### config.mk
export PLATFORM = sky130hd
export DESIGN_NAME = fcw_top
export DESIGN_NICKNAME = d
export VERILOG_FILES = /design/src/logic/fcw_pkg.sv /design/src/logic/fcw_top.sv /design/src/logic/fcw_crc16.sv
export VERILOG_INCLUDE_DIRS = /design/src /design/src/logic
export SDC_FILE = /design/constraint.sdc
export NUM_CORES = 1
export LEC_CHECK = 0
export BUFFER_PORTS_ARGS = -buffer_cell sky130_fd_sc_hd__buf_2
export CAP_MARGIN = 15
export CELL_PAD_IN_SITES_DETAIL_PLACEMENT = 0
export CELL_PAD_IN_SITES_GLOBAL_PLACEMENT = 1
export CORE_UTILIZATION = 30
export CTS_BUF_LIST = sky130_fd_sc_hd__clkbuf_8
export CTS_CLUSTER_DIAMETER = 50
export CTS_CLUSTER_SIZE = 40
export DETAILED_ROUTE_END_ITERATION = 10
export PLACE_DENSITY = 0.77
export REMOVE_ABC_BUFFERS = 1
export SYNTH_ARGS = -nofsm -noshare
export SYNTH_HDL_FRONTEND = slang
export SYNTH_SLANG_ARGS = --single-unit
### constraint.sdc
create_clock -name clk_i -period 2.6 [get_ports clk_i]
set_input_delay 0 -clock clk_i [delete_from_list [all_inputs] [get_ports clk_i]]
set_output_delay 0 -clock clk_i [all_outputs]
set_load 0.01 [all_outputs]
### src/logic/fcw_consts.svh
// Behaviour
// - each payload one-bit inverts that config bit; repeating restores it. The code ignores one-bits at indicator bits 15 and 14.
// - reply is header 0, config word, handle, CRC-16.
// - ready or killed ignore; arbitrate, reply, ack go silently to arbitrate.
// - open state with valid handle reports word unchanged, stays open.
// - secured state applies change first, then reports the modified word.
// - no change needed: report present word at once, keep state.
// - protect flags zero EPC bank reads and TID serial reads separately.
// - select matches config bits only at pointer 200h.
// - legacy protect command sets both protection flags together.
// - product status flag set answers alarm command with 64-bit code.
// - backscatter flag defaults to maximum; clearing selects weaker level.
// - tamper pad state readable in config word, usable by select.
// - output pad follows stored output level, kept in nonvolatile memory.
// - invert bit flips output pad temporarily, stored level untouched.
// - transfer bit routes air interface to output pad.
// - data sub-mode drops frame sync, toggles pad per rising edge.
// - raw sub-mode copies demodulated signal onto output pad.
// - sense pad mirrored into supply bit; reader resets between polls.
// - under external supply S0, S2, S3, SL hold; S1 decays normally.
// - standard write changes feature bits only with unlocked EPC bank.
// - zero access password lets config bits toggle without authentication.
// - entering RF field emits a pulse on the supply-sense pad.
// - bad CRC or wrong handle discards command, state kept.
// - any toggle of a reserved bit discards the command.
// - successful reply always uses the extended preamble.
`ifndef FCW_CONSTS_SVH
`define FCW_CONSTS_SVH

`define FCW_CMD_OPCODE 16'hE007
`define FCW_CMD_RFU    8'h00
`define FCW_CMD_BITS   7'h48
`define FCW_CRC_PRESET 16'hFFFF
`define FCW_CRC_POLY   16'h1021
`define FCW_CRC_RESID  16'h1D0F
`define FCW_CFG_ADDR   16'h0200
`define FCW_CFG_RST    16'h0040
`define FCW_TX_LAST    6'h20

// config word bit positions, bit 15 sits at address 200h
`define FCW_B_TAMPER 15
`define FCW_B_EXTSUP 14
`define FCW_B_INVERT 11
`define FCW_B_XFER   10
`define FCW_B_RAW    9
`define FCW_B_BKS    6
`define FCW_B_DOUT   5
`define FCW_B_RANGE  4
`define FCW_B_PEPC   2
`define FCW_B_PTID   1
`define FCW_B_PSF    0

`define FCW_M_IND  16'hC000
`define FCW_M_RFU  16'h3188
`define FCW_M_WR   16'h0E77
`define FCW_M_PERM 16'h0077

`define FCW_CLK_NS   4
`define FCW_PULSE_NS 100
`define FCW_PULSE_CYC ((`FCW_PULSE_NS + `FCW_CLK_NS - 1) / `FCW_CLK_NS)
// arbitrary value, no meaning
`define FCW_ALARM_CODE 64'h0123456789ABCDEF

`endif

### src/logic/fcw_pkg.sv
package fcw_pkg;
	typedef enum logic [2:0] {
		TS_READY   = 3'h0,
		TS_ARB     = 3'h1,
		TS_REPLY   = 3'h2,
		TS_ACK     = 3'h3,
		TS_OPEN    = 3'h4,
		TS_SECURED = 3'h5,
		TS_KILLED  = 3'h6
	} fcw_tag_state_e;

	typedef enum logic [2:0] {
		F_IDLE  = 3'h0,
		F_RX    = 3'h1,
		F_CHECK = 3'h2,
		F_NVMW  = 3'h3,
		F_TX    = 3'h4,
		F_REPLY = 3'h5
	} fcw_fsm_e;

	typedef struct packed {
		logic [15:0] crc;
	} fcw_crc_s;

	typedef struct packed {
		fcw_fsm_e    fsm;
		logic [71:0] rxsh;
		logic [6:0]  rxcnt;
		logic        rxovf;
		logic [15:0] cfg;
		logic [32:0] txsh;
		logic [5:0]  txcnt;
		logic        rep_v;
		logic [15:0] rep_cfg;
		logic [15:0] rep_hdl;
		logic [15:0] rep_crc;
		logic        arb;
		logic        nvm_wr;
		logic [15:0] nvm_data;
		logic        rd_v;
		logic [15:0] rd_w;
		logic        sel_v;
		logic        sel_m;
		logic        alm_v;
		logic        tog;
		logic        dem_d;
		logic        out;
		logic        t1;
		logic        t2;
		logic        v1;
		logic        v2;
		logic        d1;
		logic        d2;
		logic [7:0]  pcnt;
	} fcw_state_s;
endpackage

### src/logic/fcw_top.sv
// Our own choices: the address map and strobed register access.
`timescale 1ns/1ps
`include "fcw_consts.svh"
module fcw_top (
	// clock and reset
	input  wire logic        clk_i,
	input  wire logic        sys_rst_i,
	// command bit stream from the air-interface decoder
	input  wire logic        rx_start_i,
	input  wire logic        rx_bit_valid_i,
	input  wire logic        rx_bit_i,
	input  wire logic        rx_end_i,
	input  wire logic        frame_sync_i,
	// protocol core context
	input  wire logic [2:0]  tag_state_i,
	input  wire logic [15:0] rn16_i,
	input  wire logic        rn_valid_i,
	input  wire logic [15:0] handle_i,
	input  wire logic        access_pw_zero_i,
	input  wire logic        epc_locked_i,
	// command reply
	output logic             reply_valid_o,
	output logic [15:0]      reply_cfg_o,
	output logic [15:0]      reply_handle_o,
	output logic [15:0]      reply_crc_o,
	output logic             reply_ext_pre_o,
	output logic             go_arbitrate_o,
	// nonvolatile store of permanent bits
	output logic             nvm_wr_o,
	output logic [15:0]      nvm_data_o,
	input  wire logic        nvm_done_i,
	input  wire logic        nvm_load_i,
	input  wire logic [15:0] nvm_data_i,
	// standard write and legacy protect
	input  wire logic        wr_cfg_i,
	input  wire logic [15:0] wr_data_i,
	input  wire logic        legacy_protect_i,
	// memory read filter
	input  wire logic        rd_valid_i,
	input  wire logic        rd_epc_i,
	input  wire logic        rd_tid_sn_i,
	input  wire logic [15:0] rd_word_i,
	output logic             rd_valid_o,
	output logic [15:0]      rd_word_o,
	// select matching
	input  wire logic        sel_valid_i,
	input  wire logic [15:0] sel_ptr_i,
	input  wire logic [4:0]  sel_len_i,
	input  wire logic [15:0] sel_mask_i,
	output logic             sel_valid_o,
	output logic             sel_match_o,
	// surveillance alarm
	input  wire logic        alarm_cmd_i,
	output logic             alarm_valid_o,
	output logic [63:0]      alarm_code_o,
	// feature controls
	output logic [15:0]      cfg_word_o,
	output logic             protect_epc_o,
	output logic             protect_tid_o,
	output logic             backscatter_max_o,
	output logic             range_reduction_flag_o,
	output logic             session_hold_o,
	// pads
	input  wire logic        demod_i,
	input  wire logic        tamper_pad_i,
	input  wire logic        field_enter_i,
	input  wire logic        vdd_pad_i,
	output logic             vdd_pad_o,
	output logic             vdd_pad_oe_n_o,
	output logic             out_pad_o
);
	fcw_pkg::fcw_state_s r_r;
	fcw_pkg::fcw_state_s r_nxt;

	logic [15:0] crc_w;
	logic        crc_clr;
	logic        crc_en;
	logic        crc_bit;
	logic [15:0] word_w;
	logic [15:0] tmask_w;
	logic [15:0] eff_w;
	logic [15:0] selm_w;
	logic        cmd_ok_w;

	////////////////////////////////////////////////////////////////////
	fcw_crc16 u_crc (
		.clk_i     (clk_i),
		.sys_rst_i (sys_rst_i),
		.clr_i     (crc_clr),
		.en_i      (crc_en),
		.bit_i     (crc_bit),
		.crc_o     (crc_w)
	);

	// one engine serves both directions; they never overlap in time
	// a start while busy must not wipe the reply checksum
	assign crc_clr = (rx_start_i && ((r_r.fsm == fcw_pkg::F_IDLE)
		|| (r_r.fsm == fcw_pkg::F_RX))) || (r_r.fsm == fcw_pkg::F_CHECK);
	assign crc_en  = ((r_r.fsm == fcw_pkg::F_RX) && rx_bit_valid_i)
		|| (r_r.fsm == fcw_pkg::F_TX);
	assign crc_bit = (r_r.fsm == fcw_pkg::F_TX) ? r_r.txsh[32] : rx_bit_i;

	assign word_w = {r_r.t2, r_r.v2, r_r.cfg[13:0]};
	assign tmask_w = r_r.rxsh[47:32] ^ rn16_i;
	assign cmd_ok_w = (r_r.rxsh[71:56] == `FCW_CMD_OPCODE)
		&& (r_r.rxsh[55:48] == `FCW_CMD_RFU)
		&& (r_r.rxcnt == `FCW_CMD_BITS) && !r_r.rxovf
		&& (crc_w == `FCW_CRC_RESID) && rn_valid_i;
	// open leaves word / zero password / secured applies
	assign eff_w = ((tag_state_i == fcw_pkg::TS_SECURED)
		|| ((tag_state_i == fcw_pkg::TS_OPEN) && access_pw_zero_i))
		? (tmask_w & `FCW_M_WR) : 16'h0000;
	assign selm_w = ~(16'hFFFF >> sel_len_i);

	////////////////////////////////////////////////////////////////////
	always_comb begin
		r_nxt = r_r;
		r_nxt.rep_v  = 1'b0;
		r_nxt.arb    = 1'b0;
		r_nxt.nvm_wr = 1'b0;
		r_nxt.rd_v   = 1'b0;
		r_nxt.sel_v  = 1'b0;
		r_nxt.alm_v  = 1'b0;
		// pads pass two flops before use
		r_nxt.t1 = tamper_pad_i;
		r_nxt.t2 = r_r.t1;
		r_nxt.v1 = vdd_pad_i;
		r_nxt.v2 = r_r.v1;
		r_nxt.d1 = demod_i;
		r_nxt.d2 = r_r.d1;
		r_nxt.dem_d = r_r.d2;

		if (legacy_protect_i) begin
			r_nxt.cfg[`FCW_B_PEPC] = 1'b1;
			r_nxt.cfg[`FCW_B_PTID] = 1'b1;
		end
		// standard write only with unlocked bank
		if (wr_cfg_i && !epc_locked_i) begin
			r_nxt.cfg = (r_r.cfg & ~`FCW_M_WR) | (wr_data_i & `FCW_M_WR);
		end
		if (nvm_load_i) begin
			r_nxt.cfg = (r_nxt.cfg & ~`FCW_M_PERM)
				| (nvm_data_i & `FCW_M_PERM);
		end

		case (r_r.fsm)
			fcw_pkg::F_IDLE: begin
				if (rx_start_i) begin
					r_nxt.fsm   = fcw_pkg::F_RX;
					r_nxt.rxcnt = 7'h00;
					r_nxt.rxovf = 1'b0;
				end
			end
			fcw_pkg::F_RX: begin
				if (rx_start_i) begin
					r_nxt.rxcnt = 7'h00;
					r_nxt.rxovf = 1'b0;
				end else begin
					if (rx_bit_valid_i) begin
						r_nxt.rxsh = {r_r.rxsh[70:0], rx_bit_i};
						if (r_r.rxcnt == `FCW_CMD_BITS) begin
							r_nxt.rxovf = 1'b1;
						end else begin
							r_nxt.rxcnt = r_r.rxcnt + 7'h01;
						end
					end
					if (rx_end_i) begin
						r_nxt.fsm = fcw_pkg::F_CHECK;
					end
				end
			end
			fcw_pkg::F_CHECK: begin
				r_nxt.fsm = fcw_pkg::F_IDLE;
				if (cmd_ok_w) begin
					case (tag_state_i)
						fcw_pkg::TS_ARB, fcw_pkg::TS_REPLY,
						fcw_pkg::TS_ACK: begin
							r_nxt.arb = 1'b1;
						end
						fcw_pkg::TS_OPEN, fcw_pkg::TS_SECURED: begin
							if ((r_r.rxsh[31:16] == handle_i)
								&& ((tmask_w & `FCW_M_RFU) == 16'h0000)) begin
								r_nxt.cfg = r_nxt.cfg ^ eff_w;
								r_nxt.rep_cfg = {word_w[15:14],
									r_nxt.cfg[13:0]};
								r_nxt.rep_hdl = handle_i;
								r_nxt.txsh = {1'b0, word_w[15:14],
									r_nxt.cfg[13:0], handle_i};
								r_nxt.txcnt = 6'h00;
								if ((eff_w & `FCW_M_PERM) != 16'h0000) begin
									r_nxt.nvm_wr   = 1'b1;
									r_nxt.nvm_data = r_nxt.cfg & `FCW_M_PERM;
									r_nxt.fsm      = fcw_pkg::F_NVMW;
								end else begin
									r_nxt.fsm = fcw_pkg::F_TX;
								end
							end
						end
						default: begin
							r_nxt.fsm = fcw_pkg::F_IDLE;
						end
					endcase
				end
			end
			fcw_pkg::F_NVMW: begin
				if (nvm_done_i) begin
					r_nxt.fsm = fcw_pkg::F_TX;
				end
			end
			fcw_pkg::F_TX: begin
				r_nxt.txsh  = {r_r.txsh[31:0], 1'b0};
				r_nxt.txcnt = r_r.txcnt + 6'h01;
				if (r_r.txcnt == `FCW_TX_LAST) begin
					r_nxt.fsm = fcw_pkg::F_REPLY;
				end
			end
			fcw_pkg::F_REPLY: begin
				r_nxt.rep_v   = 1'b1;
				r_nxt.rep_crc = ~crc_w;
				r_nxt.fsm     = fcw_pkg::F_IDLE;
			end
			default: begin
				r_nxt.fsm = fcw_pkg::F_IDLE;
			end
		endcase

		r_nxt.rd_v = rd_valid_i;
		if ((rd_epc_i && r_r.cfg[`FCW_B_PEPC])
			|| (rd_tid_sn_i && r_r.cfg[`FCW_B_PTID])) begin
			r_nxt.rd_w = 16'h0000;
		end else begin
			r_nxt.rd_w = rd_word_i;
		end
		// select only at the config word address
		r_nxt.sel_v = sel_valid_i;
		r_nxt.sel_m = (sel_ptr_i == `FCW_CFG_ADDR)
			&& (((word_w ^ sel_mask_i) & selm_w) == 16'h0000);
		r_nxt.alm_v = alarm_cmd_i && r_r.cfg[`FCW_B_PSF];

		// data sub-mode toggles outside frame sync
		if (r_r.d2 && !r_r.dem_d && !frame_sync_i) begin
			r_nxt.tog = ~r_r.tog;
		end
		// transfer / raw / level / invert
		if (r_r.cfg[`FCW_B_XFER]) begin
			r_nxt.out = r_r.cfg[`FCW_B_RAW] ? r_r.d2 : r_r.tog;
		end else begin
			r_nxt.out = r_r.cfg[`FCW_B_DOUT] ^ r_r.cfg[`FCW_B_INVERT];
		end

		// field pulse on the sense pad
		if (field_enter_i) begin
			r_nxt.pcnt = 8'(`FCW_PULSE_CYC);
		end else if (r_r.pcnt != 8'h00) begin
			r_nxt.pcnt = r_r.pcnt - 8'h01;
		end
	end

	always_ff @(posedge clk_i) begin
		if (sys_rst_i) begin
			r_r <= '0;
			r_r.fsm <= fcw_pkg::F_IDLE;
			r_r.cfg <= `FCW_CFG_RST;
		end else begin
			r_r <= r_nxt;
		end
	end

	////////////////////////////////////////////////////////////////////
	assign reply_valid_o   = r_r.rep_v;
	assign reply_cfg_o     = r_r.rep_cfg;
	assign reply_handle_o  = r_r.rep_hdl;
	assign reply_crc_o     = r_r.rep_crc;
	assign reply_ext_pre_o = r_r.rep_v;
	assign go_arbitrate_o  = r_r.arb;
	assign nvm_wr_o        = r_r.nvm_wr;
	assign nvm_data_o      = r_r.nvm_data;
	assign rd_valid_o      = r_r.rd_v;
	assign rd_word_o       = r_r.rd_w;
	assign sel_valid_o     = r_r.sel_v;
	assign sel_match_o     = r_r.sel_m;
	assign alarm_valid_o   = r_r.alm_v;
	assign alarm_code_o    = `FCW_ALARM_CODE;
	assign cfg_word_o      = word_w;
	assign protect_epc_o   = r_r.cfg[`FCW_B_PEPC];
	assign protect_tid_o   = r_r.cfg[`FCW_B_PTID];
	assign backscatter_max_o      = r_r.cfg[`FCW_B_BKS];
	assign range_reduction_flag_o = r_r.cfg[`FCW_B_RANGE];
	assign session_hold_o  = r_r.v2;
	assign vdd_pad_o       = 1'b1;
	assign vdd_pad_oe_n_o  = (r_r.pcnt == 8'h00);
	assign out_pad_o       = r_r.out;

	////////////////////////////////////////////////////////////////////
	AST_PROTECT_ZERO: assert property (@(posedge clk_i) disable iff (sys_rst_i)
		$past(rd_valid_i && rd_epc_i && r_r.cfg[`FCW_B_PEPC])
		|-> (rd_word_o == 16'h0000))
		else $error("protected epc read not zero");

	AST_SEL_PTR: assert property (@(posedge clk_i) disable iff (sys_rst_i)
		$past(sel_valid_i && (sel_ptr_i != `FCW_CFG_ADDR)) |-> !sel_match_o)
		else $error("select matched at wrong pointer");

	AST_LEGACY: assert property (@(posedge clk_i) disable iff (sys_rst_i)
		$past(legacy_protect_i && !wr_cfg_i && !nvm_load_i
		&& r_r.fsm != fcw_pkg::F_CHECK) |-> (protect_epc_o && protect_tid_o))
		else $error("legacy protect did not set both flags");

	AST_ALARM: assert property (@(posedge clk_i) disable iff (sys_rst_i)
		$past(alarm_cmd_i) |-> (alarm_valid_o == $past(r_r.cfg[`FCW_B_PSF])))
		else $error("alarm reply does not follow status flag");

	AST_OUT_STATIC: assert property (@(posedge clk_i) disable iff (sys_rst_i)
		$past(!r_r.cfg[`FCW_B_XFER]) |-> (out_pad_o
		== $past(r_r.cfg[`FCW_B_DOUT] ^ r_r.cfg[`FCW_B_INVERT])))
		else $error("static output level wrong");

	AST_EXT_MIRROR: assert property (@(posedge clk_i) disable iff (sys_rst_i)
		(cfg_word_o[`FCW_B_EXTSUP] == $past(vdd_pad_i, 2)))
		else $error("supply indicator not mirrored");

	AST_ARB: assert property (@(posedge clk_i) disable iff (sys_rst_i)
		(r_r.fsm == fcw_pkg::F_CHECK && cmd_ok_w
		&& tag_state_i == fcw_pkg::TS_ACK) |=> (go_arbitrate_o
		&& r_r.fsm == fcw_pkg::F_IDLE) ##1 !reply_valid_o [*8])
		else $error("acknowledged state did not drop to arbitrate");

	AST_OPEN_KEEP: assert property (@(posedge clk_i) disable iff (sys_rst_i)
		(r_r.fsm == fcw_pkg::F_CHECK && tag_state_i == fcw_pkg::TS_OPEN
		&& !access_pw_zero_i && !wr_cfg_i && !legacy_protect_i && !nvm_load_i)
		|=> $stable(r_r.cfg))
		else $error("open state altered the word");

	AST_RFU_DROP: assert property (@(posedge clk_i) disable iff (sys_rst_i)
		(r_r.fsm == fcw_pkg::F_CHECK && ((tmask_w & `FCW_M_RFU) != 16'h0000))
		|=> (r_r.fsm == fcw_pkg::F_IDLE) ##1 !reply_valid_o [*8])
		else $error("reserved toggle not discarded");

	AST_PULSE: assert property (@(posedge clk_i) disable iff (sys_rst_i)
		field_enter_i |=> !vdd_pad_oe_n_o [*8])
		else $error("field pulse missing");
endmodule

### src/logic/fcw_crc16.sv
`timescale 1ns/1ps
`include "fcw_consts.svh"
module fcw_crc16 (
	// clock and reset
	input  wire logic        clk_i,
	input  wire logic        sys_rst_i,
	// bit stream
	input  wire logic        clr_i,
	input  wire logic        en_i,
	input  wire logic        bit_i,
	// running remainder
	output logic [15:0]      crc_o
);
	fcw_pkg::fcw_crc_s r_r;
	fcw_pkg::fcw_crc_s r_nxt;

	always_comb begin
		r_nxt = r_r;
		if (clr_i) begin
			r_nxt.crc = `FCW_CRC_PRESET;
		end else if (en_i) begin
			r_nxt.crc = {r_r.crc[14:0], 1'b0};
			if (r_r.crc[15] ^ bit_i) begin
				r_nxt.crc = r_nxt.crc ^ `FCW_CRC_POLY;
			end
		end
	end

	always_ff @(posedge clk_i) begin
		if (sys_rst_i) begin
			r_r.crc <= `FCW_CRC_PRESET;
		end else begin
			r_r <= r_nxt;
		end
	end

	assign crc_o = r_r.crc;
endmodule

==> impl_metrics.py, run 1 <==
metrics = {
    "status": {
        "run_status": "finished clean",
    },
    "floorplan": {
        "rows": 70,
        "chipHeight_um": 194.6,
        "pin_count": 319,
        "fp.dieW_um": 194.6,
        "die-area_um2": 37880,
        "initial_core_util_pct": 30.48,
        "fp.coreArea_um2": 36520,
    },
    "timing": {
        "hold_viol": 0,
        "fin_setup_tns_ns": 0,
        "final-max-slew-violation-count": 0,
        "holdWs_ns": 0.02958,
        "setup_ws_ns": 0.02151,
        "slew-limit-headroom_pct": 26.03,
        "setup_viol": 0,
        "timing.final.crit_period_ns": 2.578,
        "fmax_ghz": 0.3878,
        "fin_skew_ns": 0.03291,
        "rsz0062_at_grt": "yes",
        "fin_crit_sh_pct": 99.17,
        "worst_pin_slew_ns": 1.107,
    },
    "setup_path": {
        "cp-start-kind": "flip-flop",
        "cp.required_ns": 3.17,
        "cp_max_fo": 6,
        "rrSetupSlack_ns": 0.02,
        "path_class": "reg -> reg",
        "critPathMaxStageDelay_ns": 0.55,
        "cpMaxStageDelayCell": "or4b_4",
        "worstRegToRegCells": 6,
        "r2r-start": "r_r[232]$_SDFFE_PP0P_",
        "crit_top_cell": "or4_4",
        "crit_path_end_kind": "flip-flop",
        "cp_cell_sequence": "or4b_4 > nor4_4 > nand4_1 > or4_4 > or4_4 > a21oi_2",
        "reg2reg_to": "cfg_word_o[4]$_SDFF_PP0_",
        "arrival_ns": 3.15,
    },
    "global_route": {
        "grt_pass1_wl_mm": 48.71,
        "grtUsageMet1_pct": 18.88,
        "grt_util_met3_pct": 2.985,
        "globalRouteOverflowTotal": 0,
        "antenna_found_initial": 1,
        "grt_util_met2_pct": 28.54,
        "track_usage_pct": 15.94,
        "grt_pass1_vias": 9153,
        "grt_max_degree": 73,
        "grt-busiest-layer": "met2",
    },
    "drt": {
        "drtPass1Iterations": 5,
        "first_iter_violations": 566,
        "drt_wl_total_mm": 32.43,
        "via_per_inst": 4.651,
        "num_vias": 9683,
        "drtAntennaViolNets": 0,
        "drcViolationCount": 0,
        "wl_per_cell_um": 15.58,
    },
    "flow_run": {
        "drv_cap": 0,
    },
    "power": {
        "p_leak_uw": 0.005595,
        "cellPowerDensity_nw_per_um2": 541.8,
        "ir_drop_uv": 308.4,
    },
    "synthesis": {
        "syn_area_um2": 11130,
        "synth_largest_area_cell": "dfxtp_1",
        "syn_inst": 1338,
        "synth_commonest_cells": "236 x dfxtp_1, 210 x nand2_1, 162 x buf_4",
        "ys_async_sr_fraction_pct": 0,
        "yosys_warnings": 0,
        "post_synth.cell_area_avg_um2": 8.319,
        "ys.flop_type": "dfxtp_1",
        "netlist_top_cells_area": "dfxtp_1 42%, buf_4 11%, nand2_1 7.1%, a21oi_1 6.5%, nor2_1 3.5%",
        "synth_edf_count": 0,
        "synth_seq_cells": 236,
        "ys_seq_area_share_pct": 42.45,
        "synth_cell_types": 60,
        "yosysMostFrequentCell": "dfxtp_1",
        "synth_top_area_share_pct": 42.45,
    },
    "final_layout": {
        "fillCellCount": 3717,
        "syn2layout_area_growth_pct": 25.52,
        "final_nets": 1737,
        "drive_above_1_share_pct": 22.69,
        "finalNonFillerCells": 2082,
    },
    "clocking": {
        "tritoncts": "done",
        "root_buffer": "clkbuf_8",
        "clockBufferDepth": 3,
        "clk_pin_slew_ns": 0.08,
        "clock_latency_ns": 0.63,
        "cts_buffers": 31,
        "clock_sinks": 236,
        "htree_num_levels": 1,
    },
    "placement": {
        "numPortBuffers": 214,
        "pre_cts_ws_ns": -0.04024,
        "place_inst": 1912,
        "place_congestion": 0.8123,
        "dpl.hpwl_mm": 21.54,
    },
    "worst_hold_path": {
        "hold_end": "rd_word_o[1]$_SDFF_PP0_",
        "hp-start": "rd_tid_sn_i",
        "hold_path.class": "in -> reg",
        "min_path_cells": 4,
    },
}
==> worst max-delay path by stage <==
stage | start | endpoint | slack [ns] | cells after the start
CTS | r_r[219]$_SDFFE_PP0P_ | cfg_word_o[0]$_SDFF_PP0_ | -0.06 | 6
finish | r_r[232]$_SDFFE_PP0P_ | cfg_word_o[4]$_SDFF_PP0_ | 0.02 | 6
detailed placement | r_r[232]$_SDFFE_PP0P_ | cfg_word_o[0]$_SDFF_PP0_ | -0.04 | 6
floorplan | r_r[232]$_SDFFE_PP0P_ | backscatter_max_o$_SDFF_PP1_ | -2.52 | 6
global placement | r_r[232]$_SDFFE_PP0P_ | cfg_word_o[0]$_SDFF_PP0_ | -0.04 | 6
global route | r_r[232]$_SDFFE_PP0P_ | reply_cfg_o[2]$_SDFFE_PP0P_ | -0.07 | 10
==> sequential cells by signal, summed over array words and instances, names as in the netlist, 6 cells and up <==
| name | cells |
|---|---|
| cfg_word_o | 9 |
| reply_cfg_o | 11 |
| rd_word_o | 16 |
| reply_handle_o | 16 |
| u_crc.crc_o | 16 |
| r_r | 132 |
| reply_crc_o | 16 |
| nvm_data_o | 6 |
==> layer usage <==
layer	part of all wire [%]	routed length, um	vias up
met5	0	0	-
met4	2.7	873	0
met3	5.3	1705	50
met2	49	16010	298
met1	43	13840	4535
li1	-	-	4800
==> cells by family (layout without fill, tap and decap cells) <==
kind of cell,count (synthesis),count (layout),share of synthesized area (%)
muxes,38,38,3.429
buffers and inverters,255,447,14.20
other,2,86,0.06747
xor gates and xnor gates,66,66,5.193
AOI/OAI and AO/OA,266,266,14.30
adders and majority gates,6,6,0.6520
DFF,236,236,42.45
and+or+nand+nor,469,469,19.72
==> critical path: cells and delay by family, from the launching register on <==
family	cells	cell delay (ns)
and+or+nand+nor	5	2.07
DFF	1	0.33
AOI/OAI and AO/OA	1	0.12
==> final cells by class <==
cell class | count | area (um2) | area share [%]
Sequential cell | 236 | 4728 | 33.84
Clock inverter | 23 | 201.4 | 1.442
Antenna cell | 1 | 2.502 | 0.01791
Inverter | 13 | 48.80 | 0.3493
Clock buffer | 34 | 467.9 | 3.349
Tap cell | 468 | 585.6 | 4.191
Timing Repair Buffer | 377 | 2705 | 19.36
Multi-Input combinational cell | 930 | 5231 | 37.44
==> placed cells by master (no fill, tap or decap), types with 5 or more instances in the layout <==
master and n:
dlygate4sd3_1 98, inv_1 17, nand4_1 8, conb_1 85, nor2b_1 14, nor4_1 14, nand2b_1 8, inv_6 6
buf_12 7, buf_4 46, o21ai_0 25, a211oi_1 31, clkbuf_8 34, o31a_1 5, mux2i_1 37, a21oi_1 144
dfxtp_1 233, nand3_1 23, xor2_1 31, o21ba_2 5, ha_1 5, buf_2 214, and2_1 17, or4_1 7
nor3_1 22, xnor2_1 35, buf_6 8, nor2_1 103, nand4b_1 8, a22oi_1 26, nand2_1 209
==> where the power goes <==
part           switching, uW  internal (uW)
Sequential              45.9           3670
Clock                   1650           1310
Combinational            504            389
==> through the flow <==
stage	util, %	total power (uW)	area (um2)
floorplan	-	4188	9911
global placement	33.02	4556	12060
detailed placement	33.02	4564	12060
CTS	37.64	7702	13750
global route	38.25	7966	13970
finish	38.25	7570	13970
==> what timing repair did <==
action	4_1_cts	5_1_grt
hold buffers	97	2
setup endpoints to repair	7	54
gates resized for setup	6	20
endpoints found under the hold margin	112	1
buffers inserted	3	6
pin swaps	10	8
gates cloned	0	3
Power figures use the tool's default switching activity.
==> run 2, diff against run 1 <==
--- a/config.mk
+++ b/config.mk
@@ -6,15 +6,16 @@
 export SDC_FILE = /design/constraint.sdc
 export NUM_CORES = 1
 export LEC_CHECK = 0
+export ABC_CLOCK_PERIOD_IN_PS = 2600
 export BUFFER_PORTS_ARGS = -buffer_cell sky130_fd_sc_hd__buf_2
 export CAP_MARGIN = 15
 export CELL_PAD_IN_SITES_DETAIL_PLACEMENT = 0
 export CELL_PAD_IN_SITES_GLOBAL_PLACEMENT = 1
 export CORE_UTILIZATION = 30
 export CTS_BUF_LIST = sky130_fd_sc_hd__clkbuf_8
-export CTS_CLUSTER_DIAMETER = 50
 export CTS_CLUSTER_SIZE = 40
 export DETAILED_ROUTE_END_ITERATION = 10
+export GPL_TIMING_DRIVEN = 0
 export PLACE_DENSITY = 0.77
 export REMOVE_ABC_BUFFERS = 1
 export SYNTH_ARGS = -nofsm -noshare
==> run 2 against run 1 <==
Design area increased by 2.1%. Combinational power fell by 2%. Cell count shrank 0.24%. Non-clock buffer count is 28 lower. Highest routed layer unchanged. The run now ends with setup timing left. Via count fell by 0.28%.
==> impl_metrics.py, run 2 (synthesis results as in run 1) <==
metrics = {
    "status": {
        "run_status": "complete, but fails checks",
        "violations": "setup timing",
    },
    "final_layout": {
        "fin_area_um2": 14260,
        "finalNonFillerCells": 2077,
        "final_common_cell": "dfxtp_1",
        "largest_reg_flops": 132,
        "fillCellCount": 3658,
        "syn2layout_area_growth_pct": 28.15,
        "layout_common_cells": "231 x dfxtp_1, 213 x buf_2, 208 x nand2_1",
        "utilization_pct": 39.05,
        "final_nets": 1724,
        "top_register": "r_r",
        "drive_above_1_share_pct": 24.00,
    },
    "placement": {
        "post_dp_cell_area_um2": 11850,
        "place_congestion": 0.7936,
        "numPortBuffers": 214,
        "place_inst": 1877,
        "dpl.hpwl_mm": 20.54,
    },
    "timing": {
        "fmax_ghz": 0.3713,
        "rsz0062_at_grt": "yes",
        "fin_crit_sh_pct": 103.6,
        "final-max-slew-violation-count": 0,
        "setup_viol": 12,
        "fin_setup_tns_ns": -0.6300,
        "setup_ws_ns": -0.09336,
        "hold_viol": 0,
        "fin_skew_ns": 0.02947,
        "slew-limit-headroom_pct": 29.62,
        "worst_pin_slew_ns": 1.054,
        "timing.final.crit_period_ns": 2.693,
    },
    "floorplan": {
        "die-area_um2": 37880,
        "chipHeight_um": 194.6,
        "rows": 70,
        "fp.coreArea_um2": 36520,
        "fp.dieW_um": 194.6,
        "initial_core_util_pct": 30.48,
        "pin_count": 319,
    },
    "clocking": {
        "tritoncts": "done",
        "clock_latency_ns": 0.60,
        "clk_pin_slew_ns": 0.06,
        "htree_num_levels": 2,
        "root_buffer": "clkbuf_8",
        "cts_buffers": 44,
        "clock_sinks": 236,
        "clockBufferDepth": 3,
    },
    "power": {
        "p_int_uw": 6158,
        "p_leak_uw": 0.005723,
        "ir_drop_uv": 635.7,
        "power.share.clock_pct": 44.7,
        "p_seq_share_pct": 44.8,
        "p_total_uw": 8339,
        "cellPowerDensity_nw_per_um2": 584.6,
        "p_sw_share_pct": 26.16,
        "p_comb_share_pct": 10.5,
        "p_sw_uw": 2181,
    },
    "setup_path": {
        "path_class": "reg -> reg",
        "critPathTopFamily": "simple AND/OR/NAND/NOR gates",
        "cp-start-kind": "flip-flop",
        "arrival_ns": 3.19,
        "cp.required_ns": 3.10,
        "critPathMaxStageDelay_ns": 0.63,
        "crit_path_end_kind": "flip-flop",
        "path_buf_inv": 1,
        "cpMaxStageDelayCell": "or4_4",
        "cp_cell_sequence": "xnor2_4 > or2b_1 > or4b_4 > or4_4 > buf_4 > o31a_1 > nor3_1",
        "cp_max_fo": 6,
    },
    "drt": {
        "num_vias": 9656,
        "drtPass1Iterations": 5,
        "drt_wl_total_mm": 31.79,
        "drcViolationCount": 0,
        "wl_per_cell_um": 15.30,
        "drtAntennaViolNets": 0,
        "via_per_inst": 4.649,
        "first_iter_violations": 509,
    },
    "global_route": {
        "grtUsageMet1_pct": 18.90,
        "grt_util_met3_pct": 3.956,
        "grt_pass1_wl_mm": 48.92,
        "globalRouteOverflowTotal": 0,
        "grt_pass1_vias": 9180,
        "grt_max_degree": 111,
        "antenna_found_initial": 1,
        "grt_util_met2_pct": 28.71,
        "grt-busiest-layer": "met2",
        "track_usage_pct": 16.27,
    },
    "flow_run": {
        "drv_cap": 0,
    },
    "worst_hold_path": {
        "hold_path.class": "in -> reg",
    },
}
==> run 2: routing by layer <==
metal	vias to the layer above	part of all wire (%)
li1	4782	-
met1	4516	42
met2	295	49
met3	63	5.4
met4	0	2.9
met5	-	0
==> run 2: power groups by stage <==
| stage | registers (uW) | logic [uW] | clock network [uW] |
|---|---|---|---|
| final | 3730 | 876 | 3730 |
| after CTS | 3740 | 865 | 3890 |
| after global routing | 3740 | 963 | 4050 |
| after detailed placement | 3810 | 734 | 0 |
| after global placement | 3810 | 709 | 0 |
| after floorplan | 3810 | 373 | 0 |
==> run 2: area by class of cell <==
type	count	area, um2	share of cell area, %
Clock buffer	55	757.0	5.307
Tap cell	468	585.6	4.105
Antenna cell	1	2.502	0.01754
Clock inverter	23	160.2	1.123
Inverter	13	48.80	0.3421
Multi-Input combinational cell	932	5458	38.26
Timing Repair Buffer	349	2516	17.64
Sequential cell	236	4736	33.20
==> run 2: worst register-to-register path: stages (launching register included) <==
cell     delay, ns
dfxtp_2       0.35
xnor2_4       0.18
or2b_1        0.25
or4b_4        0.56
or4_4         0.63
buf_4         0.21
o31a_1        0.29
nor3_1        0.13
==> run 2: worst paths after layout <==
kind / cells after the start / slack, ns / from / end
setup / recovery: 7 / -0.09 / r_r[207]$_SDFFE_PP0P_ / cfg_word_o[1]$_SDFF_PP0_
hold / removal: 4 / 0.02 / rd_epc_i / rd_word_o[9]$_SDFF_PP0_
setup reg to reg: 7 / -0.09 / r_r[207]$_SDFFE_PP0P_ / cfg_word_o[1]$_SDFF_PP0_
hold reg to reg: 1 / 0.44 / r_nxt[8]$_SDFF_PP0_ / r_nxt[15]$_SDFF_PP0_
==> run 2: stage by stage <==
step / hold WS (ns) / setup WS (ns)
5_1_grt: 0.006752 / -0.1614
3_3_place_gp: 0.1767 / -5.317
4_1_cts: 0.0007959 / -0.1003
6_report: 0.02225 / -0.09336
2_1_floorplan: 0.06907 / -2.521
3_5_place_dp: 0.1818 / -0.7658
==> run 2: repair_timing <==
| action | 4_1_cts | 5_1_grt |
|---|---|---|
| hold endpoints to repair | 129 | 5 |
| gates cloned | 4 | 0 |
| setup endpoints to repair | 81 | 55 |
| pin swaps | 42 | 22 |
| gates resized for setup | 43 | 26 |
| setup buffers | 19 | 6 |
| hold buffers | 88 | 2 |
